<file path="config.mk">
export PLATFORM = sky130hd
export DESIGN_NAME = rtcc_ctrl
export DESIGN_NICKNAME = d
export VERILOG_FILES = /design/src/rtcc_pkg.sv /design/src/rtcc_ctrl.sv
export SDC_FILE = /design/constraint.sdc
export NUM_CORES = 1
export LEC_CHECK = 0
export BUFFER_PORTS_ARGS = -buffer_cell sky130_fd_sc_hd__buf_2
export CAP_MARGIN = 40
export CORE_MARGIN = 10
export CORE_UTILIZATION = 51
export DETAILED_ROUTE_END_ITERATION = 7
export PLACE_DENSITY = 0.9
export SLEW_MARGIN = 0
export SYNTH_ARGS = -nofsm -noshare
export SYNTH_HDL_FRONTEND = slang
export SYNTH_SLANG_ARGS = --single-unit
</file>
<file path="constraint.sdc">
create_clock -name clk_sys -period 2.2 [get_ports clk_sys]
set_clock_uncertainty 0.05 [all_clocks]
set_input_delay 0.55 -clock clk_sys [delete_from_list [all_inputs] [get_ports clk_sys]]
set_output_delay 0.55 -clock clk_sys [all_outputs]
set_load 0.02 [all_outputs]
</file>
<file path="src/rtcc_pkg.sv">
// Constants and types of the real-time counter control register block
package rtcc_pkg;

  // Byte offsets of the register words
  localparam logic [7:0] CTRL_OFS = 8'h00;
  localparam logic [7:0] FLAG_OFS = 8'h08;
  localparam logic [7:0] IRQ_CLR_OFS = 8'h20;
  localparam logic [7:0] IRQ_EN_OFS = 8'h24;

  // Control register fields
  localparam int SOFTWARE_RESET_BIT = 0;
  localparam int ENABLE_BIT = 1;
  localparam int MODE_LSB = 2;
  localparam int HOUR_FMT_BIT = 6;
  localparam int MATCH_CLR_BIT = 7;
  localparam int PRESC_LSB = 8;
  localparam logic [15:0] CTRL_RESET = 16'h0000;
  localparam logic [3:0] PRESC_MAX = 4'hA;

  // Flag word: flag byte 0, status byte 2, debug byte 3
  localparam int SYNC_RDY_BIT = 6;
  localparam int SYNC_BUSY_BIT = 23;
  localparam int DBG_RUN_BIT = 24;

  // Timing counts in clk_sys cycles
  localparam logic [2:0] SYNC_LAT_CYC = 3'h4;
  localparam logic [3:0] SRC_DIV_CYC = 4'h2;

  typedef enum logic [1:0] {
    MODE_WIDE = 2'b00,
    MODE_NARROW = 2'b01,
    MODE_CALENDAR = 2'b10,
    MODE_RESERVED = 2'b11
  } rtcc_mode_e;

  typedef enum logic [1:0] {
    SYNC_IDLE = 2'b00,
    SYNC_ENABLE = 2'b01,
    SYNC_RESET = 2'b10
  } rtcc_sync_e;

endpackage

</file>
<file path="src/rtcc_ctrl.sv">
// Control register, synchronization and prescaler of the real-time counter
//
// The implementer's own choice: the strobed register port.
`timescale 1ns/1ps
module rtcc_ctrl
(
  // Clock and reset
  input wire logic clk_sys,
  input wire logic reset_n,
  // Register port
  input wire logic [7:0] addr,
  input wire logic [31:0] wdata,
  input wire logic [3:0] byte_en,
  input wire logic wr,
  input wire logic rd,
  output logic [31:0] rdata,
  // Protection
  input wire logic peripheral_write_guard,
  // Counter side
  input wire logic match_hit,
  output logic counter_enable,
  output logic counter_clock,
  output logic counter_clear,
  output logic regs_reset,
  output logic [1:0] mode,
  output logic hour_12h,
  output logic debug_run,
  // Interrupt
  output logic irq
);

  typedef struct packed {
    logic [3:0] presc;
    logic match_clr;
    logic hour_fmt;
    logic [1:0] mode;
    logic en_rd;
    logic rst_rd;
    logic active;
    logic busy;
    rtcc_pkg::rtcc_sync_e sync;
    logic [2:0] sync_cnt;
    logic pend_v;
    logic pend_rst;
    logic [3:0] src_cnt;
    logic [9:0] pre_cnt;
    logic cnt_tick;
    logic cnt_clr;
    logic regs_rst;
    logic hr12;
    logic rdy_flag;
    logic rdy_en;
    logic dbg_run;
    logic irq;
    logic [31:0] rdata;
  } rtcc_state_s;

  rtcc_state_s s_q;
  rtcc_state_s s_d;

  logic wr_ok;
  logic guarded;
  logic ctrl_wr;
  logic rst_req;
  logic en_req;
  logic src_tick;
  logic done;
  logic [3:0] presc_eff;
  logic [9:0] tick_mask;
  logic [15:0] ctrl_rd;

  // Enable-protection looks at both the written and the live enable,
  // so fields stay locked through a pending disable as well
  assign wr_ok = wr & ~peripheral_write_guard;
  assign guarded = s_q.en_rd | s_q.active;
  assign ctrl_wr = wr_ok & (addr == rtcc_pkg::CTRL_OFS);
  assign rst_req = ctrl_wr & byte_en[0] & wdata[rtcc_pkg::SOFTWARE_RESET_BIT];
  assign en_req = ctrl_wr & byte_en[0] & ~rst_req;
  assign src_tick = (s_q.src_cnt == rtcc_pkg::SRC_DIV_CYC - 4'h1);
  assign done = (s_q.sync != rtcc_pkg::SYNC_IDLE) &&
                (s_q.sync_cnt == rtcc_pkg::SYNC_LAT_CYC - 3'h1);
  // Reserved codes behave as the largest division
  assign presc_eff = (s_q.presc > rtcc_pkg::PRESC_MAX) ?
                     rtcc_pkg::PRESC_MAX : s_q.presc;
  assign tick_mask = ~(10'h3FF << presc_eff);

  always_comb
  begin
    ctrl_rd = 16'h0000;
    ctrl_rd[rtcc_pkg::PRESC_LSB +: 4] = s_q.presc;
    ctrl_rd[rtcc_pkg::MATCH_CLR_BIT] = s_q.match_clr;
    ctrl_rd[rtcc_pkg::HOUR_FMT_BIT] = s_q.hour_fmt &
      (s_q.mode == rtcc_pkg::MODE_CALENDAR);
    ctrl_rd[rtcc_pkg::MODE_LSB +: 2] = s_q.mode;
    ctrl_rd[rtcc_pkg::ENABLE_BIT] = s_q.en_rd;
    ctrl_rd[rtcc_pkg::SOFTWARE_RESET_BIT] = s_q.rst_rd;
  end

  always_comb
  begin
    s_d = s_q;
    s_d.cnt_tick = 1'b0;
    s_d.cnt_clr = 1'b0;
    s_d.regs_rst = 1'b0;
    s_d.rdata = 32'h00000000;

    // Static fields: no handshake, per-lane, only while disabled
    if (ctrl_wr && !rst_req && !guarded)
    begin
      if (byte_en[1])
        s_d.presc = wdata[rtcc_pkg::PRESC_LSB +: 4];
      if (byte_en[0])
      begin
        s_d.mode = wdata[rtcc_pkg::MODE_LSB +: 2];
        s_d.match_clr = wdata[rtcc_pkg::MATCH_CLR_BIT];
        s_d.hour_fmt = wdata[rtcc_pkg::HOUR_FMT_BIT];
      end
    end

    // Synchronization progress
    if (s_q.sync != rtcc_pkg::SYNC_IDLE)
      s_d.sync_cnt = s_q.sync_cnt + 3'h1;

    // Enable and reset writes are accepted in any state; a write
    // during busy is held and replayed since this port never stalls
    if (rst_req)
    begin
      s_d.rst_rd = 1'b1;
      if (s_q.sync == rtcc_pkg::SYNC_IDLE)
      begin
        s_d.sync = rtcc_pkg::SYNC_RESET;
        s_d.sync_cnt = 3'h0;
        s_d.busy = 1'b1;
      end
      else
      begin
        s_d.pend_v = 1'b1;
        s_d.pend_rst = 1'b1;
      end
    end
    else if (en_req)
    begin
      s_d.en_rd = wdata[rtcc_pkg::ENABLE_BIT];
      if (s_q.sync == rtcc_pkg::SYNC_IDLE)
      begin
        s_d.sync = rtcc_pkg::SYNC_ENABLE;
        s_d.sync_cnt = 3'h0;
        s_d.busy = 1'b1;
      end
      else
        s_d.pend_v = 1'b1;
    end

    if (done)
    begin
      s_d.busy = 1'b0;
      s_d.sync = rtcc_pkg::SYNC_IDLE;
      s_d.sync_cnt = 3'h0;
      case (s_q.sync)
        rtcc_pkg::SYNC_ENABLE:
          s_d.active = s_q.en_rd;
        rtcc_pkg::SYNC_RESET:
        begin
          // Debug control survives and the ready flag is set; everything else returns to reset
          s_d.presc = rtcc_pkg::CTRL_RESET[rtcc_pkg::PRESC_LSB +: 4];
          s_d.mode = rtcc_pkg::CTRL_RESET[rtcc_pkg::MODE_LSB +: 2];
          s_d.match_clr = rtcc_pkg::CTRL_RESET[rtcc_pkg::MATCH_CLR_BIT];
          s_d.hour_fmt = rtcc_pkg::CTRL_RESET[rtcc_pkg::HOUR_FMT_BIT];
          // An enable written while the reset runs is kept for its replay
          s_d.en_rd = s_d.en_rd & s_d.pend_v & ~s_d.pend_rst;
          s_d.active = 1'b0;
          s_d.rst_rd = s_d.pend_rst;
          s_d.rdy_en = 1'b0;
          s_d.rdy_flag = 1'b0;
          s_d.regs_rst = 1'b1;
        end
        default:
          s_d.active = s_q.active;
      endcase
      s_d.rdy_flag = 1'b1;
      if (s_d.pend_v)
      begin
        s_d.sync = s_d.pend_rst ? rtcc_pkg::SYNC_RESET :
                   rtcc_pkg::SYNC_ENABLE;
        s_d.busy = 1'b1;
        s_d.pend_v = 1'b0;
        s_d.pend_rst = 1'b0;
      end
    end

    // Source clock enable and counter prescaler
    s_d.src_cnt = src_tick ? 4'h0 : s_q.src_cnt + 4'h1;
    if (!s_q.active)
      s_d.pre_cnt = 10'h000;
    else if (src_tick)
    begin
      s_d.pre_cnt = s_q.pre_cnt + 10'h001;
      s_d.cnt_tick = ((s_q.pre_cnt & tick_mask) == tick_mask);
    end

    // Narrow counter mode has no clear-on-match
    s_d.cnt_clr = s_q.active & s_q.match_clr & match_hit &
      (s_q.mode != rtcc_pkg::MODE_NARROW);
    s_d.hr12 = s_d.hour_fmt &
      (s_d.mode == rtcc_pkg::MODE_CALENDAR);

    // Interrupt registers; a set in the same cycle beats the clear
    if (wr_ok && addr == rtcc_pkg::IRQ_CLR_OFS && byte_en[0] &&
        wdata[rtcc_pkg::SYNC_RDY_BIT] && !done)
      s_d.rdy_flag = 1'b0;
    if (wr_ok && addr == rtcc_pkg::IRQ_EN_OFS && byte_en[0] && !rst_req)
      s_d.rdy_en = wdata[rtcc_pkg::SYNC_RDY_BIT];
    if (wr_ok && addr == rtcc_pkg::FLAG_OFS && byte_en[3])
      s_d.dbg_run = wdata[rtcc_pkg::DBG_RUN_BIT];
    s_d.irq = s_d.rdy_flag & s_d.rdy_en;

    // Read data, only in the cycle after the strobe
    if (rd)
    begin
      case (addr)
        rtcc_pkg::CTRL_OFS:
          s_d.rdata = {16'h0000, ctrl_rd};
        rtcc_pkg::FLAG_OFS:
        begin
          s_d.rdata[rtcc_pkg::SYNC_RDY_BIT] = s_q.rdy_flag;
          s_d.rdata[rtcc_pkg::SYNC_BUSY_BIT] = s_q.busy;
          s_d.rdata[rtcc_pkg::DBG_RUN_BIT] = s_q.dbg_run;
        end
        rtcc_pkg::IRQ_EN_OFS:
          s_d.rdata[rtcc_pkg::SYNC_RDY_BIT] = s_q.rdy_en;
        default:
          s_d.rdata = 32'h00000000;
      endcase
    end
  end

  always_ff @(posedge clk_sys or negedge reset_n)
  begin
    if (!reset_n)
    begin
      s_q <= '0;
      s_q.sync <= rtcc_pkg::SYNC_IDLE;
    end
    else
      s_q <= s_d;
  end

  assign rdata = s_q.rdata;
  assign counter_enable = s_q.active;
  assign counter_clock = s_q.cnt_tick;
  assign counter_clear = s_q.cnt_clr;
  assign regs_reset = s_q.regs_rst;
  assign mode = s_q.mode;
  assign hour_12h = s_q.hr12;
  assign debug_run = s_q.dbg_run;
  assign irq = s_q.irq;

  logic idle;
  assign idle = (s_q.sync == rtcc_pkg::SYNC_IDLE);
endmodule // rtcc_ctrl

</file>
# Word-level counts from Yosys, hierarchy flattened
# Cells that the tools add are included.
# W data, S select, Z words.
[classes] div_mod_pow=0 add_sub_neg=3 n_mul=0 n_bitwise=19 n_lt_le_gt_ge=1 n_shift=1 n_mux=36 n_eq_ne=12 reduce_logical=23
[ops] operator="$mux W25" count=1
[ops] operator="$mux W10" count=2
[ops] operator="$mux W4" count=5
[ops] operator="$mux W19" count=1
[ops] operator="$eq A8 B6 Y1 const B" count=2
[ops] operator="$mux W7" count=2
[ops] operator="$and A1 B1 Y1" count=13
[ops] operator="$logic_and A1 B1 Y1" count=12
[ops] operator="$mux W1" count=12
[ops] operator="$mux W6" count=2
[ops] operator="$mux W11" count=1
[ops] operator="$add A10 B1 Y10 const B" count=1
[ops] operator="$and A10 B10 Y10" count=1
[ops] operator="$eq A10 B10 Y1" count=1
[ops] operator="$not A10 Y10" count=1
[ops] operator="$shl A10 B4 Y10 const A" count=1
[ops] operator="$eq A8 B4 Y1 const B" count=1
[ops] operator="$logic_not A8 Y1" count=1
[ops] operator="$mux W2" count=4
[ops] operator="$mux W8" count=1
[ops] operator="$eq A2 B2 Y1 const B" count=3
[ops] operator="$mux W3" count=2
[ops] operator="$reduce_bool A2 Y1" count=3
[ops] operator="$mux W5" count=1
[ops] operator="15 further kinds" count=21
[word_totals] latch_bits=0 inputBits=50 out_inout_bits=41 mem_count=0 ramBits=0 romBits=0 elab_cells=118 ff_bits=73

# Logic depth before layout (Yosys ltp)
[logic_depth] ltp_word=15 ltp_mapped=7 ltp_nobuf=6

# Worst setup path before layout
# Ideal clock, no wire load.
[synth_timing] path_kind="in2reg" from="input addr[5]" to="register s_q[59] (netlist name)" path_buffers=0 stages=4 setup_ns=0.126 t_arrival_ns=1.794 t_required_ns=2.024 path_slack_ns=0.230 cell_sequence="or4_1 -> nor3_4 -> a211oi_1 -> a311o_1"
[synth_between] elab_chain_cells=10 elab_cells_between_ends=14 cone_classes="mux (6); bitwise (5); reduce/logical (3)"
[synth_lines] element="start, declared" line="rtcc_ctrl.sv:11" source="input wire logic [7:0] addr,"
[synth_lines] element="$logic_not A8 Y1 *" line="rtcc_ctrl.sv:76" source="assign ctrl_wr = wr_ok & (addr == rtcc_pkg::CTRL_OFS);"
[synth_lines] element="$and A1 B1 Y1 *" line="rtcc_ctrl.sv:76"
[synth_lines] element="$and A1 B1 Y1 *" line="rtcc_ctrl.sv:77, rtcc_ctrl.sv:78"
[synth_lines] element="$and A1 B1 Y1" line="rtcc_ctrl.sv:77" source="assign rst_req = ctrl_wr & byte_en[0] & wdata[rtcc_pkg::SOFTWARE_RESET_BIT];"
[synth_lines] element="$not A1 Y1" line="rtcc_ctrl.sv:78" source="assign en_req = ctrl_wr & byte_en[0] & ~rst_req;"
[synth_lines] element="$and A1 B1 Y1" line="rtcc_ctrl.sv:78"
[synth_lines] element="$mux W7" line="rtcc_ctrl.sv:141" source="else if (en_req)"
[synth_lines] element="$mux W7" line="rtcc_ctrl.sv:126" source="if (rst_req)"
[synth_lines] element="$mux W3" line="rtcc_ctrl.sv:181" source="if (s_d.pend_v)"
[synth_lines] element="$mux W19" line="rtcc_ctrl.sv:154" source="if (done)"
[synth_lines] element="end, declared" line="rtcc_ctrl.sv:58" source="rtcc_state_s s_q;"
# Every way passes the cells marked *; elsewhere a longest branch is shown, timed or not. The select of a mux whose other input is x is not followed.
# A chain may end at the register's enable or synchronous reset.

# Worst setup path in the final report
[layout_timing] from="register s_q[56] (netlist name)" to="register s_q[59] (netlist name)"
[layout_between] elab_chain_cells=4 elab_cells_between_ends=6 cone_classes="eq/ne (1); mux (1); reduce/logical (4)"
[layout_lines] element="$eq A3 B2 Y1 *" line="rtcc_ctrl.sv:81" source="(s_q.sync_cnt == rtcc_pkg::SYNC_LAT_CYC - 3'h1);"
[layout_lines] element="$logic_and A1 B1 Y1 *" line="rtcc_ctrl.sv:80" source="assign done = (s_q.sync != rtcc_pkg::SYNC_IDLE) &&"
[layout_lines] element="$reduce_bool A3 Y1 (no line) or $reduce_bool A2 Y1 (tied branches)"
[layout_lines] element="$reduce_and A2 Y1 (no line)"
# Every way passes the cells marked *; elsewhere a longest branch is shown, timed or not.

==> results by group <==
Critical path
  • R2r endpoint: s_q[59]
  • Setup slack, reg-to-reg: 0.35 ns
  • Buf/Inv on CP: 0
  • Max stage delay cell, worst path: nor2b_1
  • Family with the most delay on the worst path: adder cells
  • Arrival @ worst endpoint: 2.00 ns
  • CP Data Required Time: 2.35 ns
  • Critical Path Fanout Max: 11
  • Max incr delay on CP: 0.42 ns
  • Most Frequent Cell on Critical Path: ha_1
  • Cells on worst reg2reg path: 5
  • Kind of critical path: register to register
  • Cells along the critical path: ha_1, ha_1, nor2b_1, a211oi_1, a311o_1
  • Crit. End Element: register
  • Reg2reg start: s_q[56]
  • Crit path launch: s_q[56]
  • CP Launch Type: register

Synthesis
  • Synth Warn #: 0
  • Synth Flop Type: dfrtp_1
  • Cells after synthesis: 281
  • Synthesized area: 2863 um^2
  • Post-synth EDFFs: 0
  • Asr flop ratio synth: 100.0%
  • Avg Cell Area, Syn: 10.19 um^2
  • Most common cell in the netlist: dfrtp_1
  • Seq/Total Area, Yosys: 46.33%
  • Seq cells post-synth: 53
  • Post-synth top cells: 53 x dfrtp_1, 34 x buf_4, 15 x nand2_1, 15 x nand3_1
  • Synth cell types: 51
  • Share of the synthesized area in the top cell type: 46.33%
  • Area leader, netlist: dfrtp_1
  • Synth area leaders: dfrtp_1 46%, buf_4 8.9%, and3_1 3.1%, xnor2_1 2.8%, ha_1 2.6%

Placement
  • Placed cell count: 387
  • Setup WS pre-CTS: 0.1060 ns
  • Detail Placement HPWL: 4.761 mm
  • Placed cell area: 3055 um^2
  • RePlAce Congestion: 0.8873
  • Port Buffers: 48

Cells and area
  • Register area: 1326 um^2
  • Final non-filler cell total: 394
  • Syn-to-layout area delta: 9.878%
  • Diodes inserted: 0
  • Multi-input logic area: 1285 um^2
  • Layout cells sized above 1: 22.05%
  • Fillers: 477
  • Final #Nets: 378
  • Post-route cell area: 3146 um^2

Routing
  • Routed wire length per instance: 15.53 um
  • Vias/cell: 5.515
  • Via Count: 2,173
  • Drt first pass iters: 4
  • Drt drc: 0
  • Final ANT Viol Nets: 0
  • First-iteration detailed-routing DRC count: 136
  • Routed wire length: 6.118 mm

Power
  • Internal power: 1.349 mW
  • Clk pwr share: 30.2%
  • Comb pwr share: 13.7%
  • PwrDens: 584.6 nW/um^2
  • Pwr Total: 1.839 mW
  • VDD IR-drop max: 0.0002730 V
  • Sequential share of power: 56.2%
  • LEAKAGE: 1.584 nW
  • P_sw: 0.4896 mW
  • Net Sw Frac: 26.63%

GRT
  • Vias in the first global route: 2,183
  • Largest net degree at the start of global routing: 29
  • Met1 usage: 15.38%
  • Met2 usage: 23.80%
  • GRT Resource Usage Total: 13.77%
  • Met3 Use GR: 4.600%
  • Initial antenna violation count: 0
  • Gr busiest metal: met2
  • Remaining global-route overflow: 0
  • First-pass GRT wire length: 10.02 mm

Clock network
  • Post-CTS Setup Bufs: 0
  • Worst-path clk slew: 0.09 ns
  • Clk root buf: clkbuf_8
  • Max clock buf depth: 2
  • CTS tree: yes
  • CTS sink cnt: 53
  • Num CTS Buffers: 5
  • Worst skew pair latency: 0.31 ns
  • Hold buffer count at cts: 0
  • CTS resizes: 0
  • Number of H-tree levels: 2

Run status
  • Status: completed

Floorplanning
  • IO Count: 91
  • Num rows: 27
  • Chip width: 94.92 um
  • Core Area: 5473 um^2
  • Initial core utilization: 52.31%
  • Die Area: 9010 um^2
  • Die height: 94.92 um

Timing
  • Setup-failing EPs final: 0
  • Final-report max-slew violation count: 0
  • Slew margin rel.: 61.56%
  • Actual slew at the worst max-slew pin: 0.5686 ns
  • Final Hold Viols: 0
  • Period utilisation layout: 83.97%
  • Final Worst Setup Slack: 0.3527 ns
  • Max Freq: 0.5413 GHz
  • Tmin final: 1.847 ns
  • Post-route setup TNS: 0 ns
  • RSZ-0062 raised after global routing: false

Min path
  • Min-Delay Path Class: primary input to asynchronous set/reset pin

Flow run
  • Max-Cap Viols: 0
-- power groups by stage --
stage                     combinational [mW]  clock [mW]  sequential (mW)
after detailed placement               0.248           0             1.05
after floorplan                        0.185           0             1.05
after global routing                   0.285       0.613             1.04
after global placement                 0.235           0             1.05
final                                  0.252       0.554             1.03
after CTS                              0.250       0.562             1.03
-- worst max-delay path by stage --
stage,to,slack [ns],depth (start not counted)
floorplan,s_q[59],0.23,4
global placement,ctrl_rd[1],0.12,5
detailed placement,ctrl_rd[1],0.11,5
CTS,s_q[59],0.38,5
global route,s_q[59],0.24,5
finish,s_q[59],0.35,5
-- worst register-to-register path: stages (launching register included) --
cell and delay, ns:
dfrtp_1 0.36, ha_1 0.15, ha_1 0.35, nor2b_1 0.42
a211oi_1 0.12, a311o_1 0.29
-- stage by stage --
stage / util [%] / hold slack [ns]
3_3_place_gp: 55.83 / 0.4305
6_report: 57.48 / 0.1860
3_5_place_dp: 55.83 / 0.4549
5_1_grt: 57.48 / 0.2234
4_1_cts: 57.48 / 0.1988
2_1_floorplan: - / 0.2044
-- state kept, by name, indices dropped and copies added (netlist names) --
register	count
counter_clear	1
regs_reset	1
counter_clock	1
counter_enable	1
ctrl_rd	7
s_q	25
rdata	12
mode	2
debug_run	1
hour_12h	1
irq	1
-- kinds of logic (layout without fill, tap and decap cells) --
family / Yosys count / count (layout) / synth area share (%)
muxes: 10 / 10 / 3.628
buffers and inverters: 52 / 74 / 11.28
xor gates and xnor gates: 9 / 9 / 2.754
other: 1 / 20 / 0.1310
and+or+nand+nor: 108 / 108 / 23.69
DFF: 53 / 53 / 46.33
adders and majority gates: 6 / 6 / 2.622
AOI/OAI and AO/OA: 42 / 42 / 9.572
-- placed cells by master (no fill, tap or decap), types with 8 or more instances in the layout --
cell type,count
dfrtp_1,53
buf_2,48
conb_1,20
nand2_1,15
nand3_1,15
o21ai_0,14
and3_1,14
inv_1,11
nor2_1,11
xnor2_1,9
and2_1,9
nor2b_1,8
-- metal layers --
| metal | wire length [um] | part of all wire [%] |
|---|---|---|
| met5 | 0 | 0 |
| met2 | 3042 | 50 |
| met3 | 512 | 8.4 |
| met1 | 2425 | 40 |
| met4 | 138 | 2.3 |
-- cell type report --
type	instances	share of cell area [%]
Multi-Input combinational cell	195	40.85
Inverter	11	1.313
Tap cell	72	2.864
Timing Repair Buffer	56	9.944
Clock buffer	6	2.625
Clock inverter	1	0.2387
Sequential cell	53	42.16
Power figures use the tool's default switching activity.
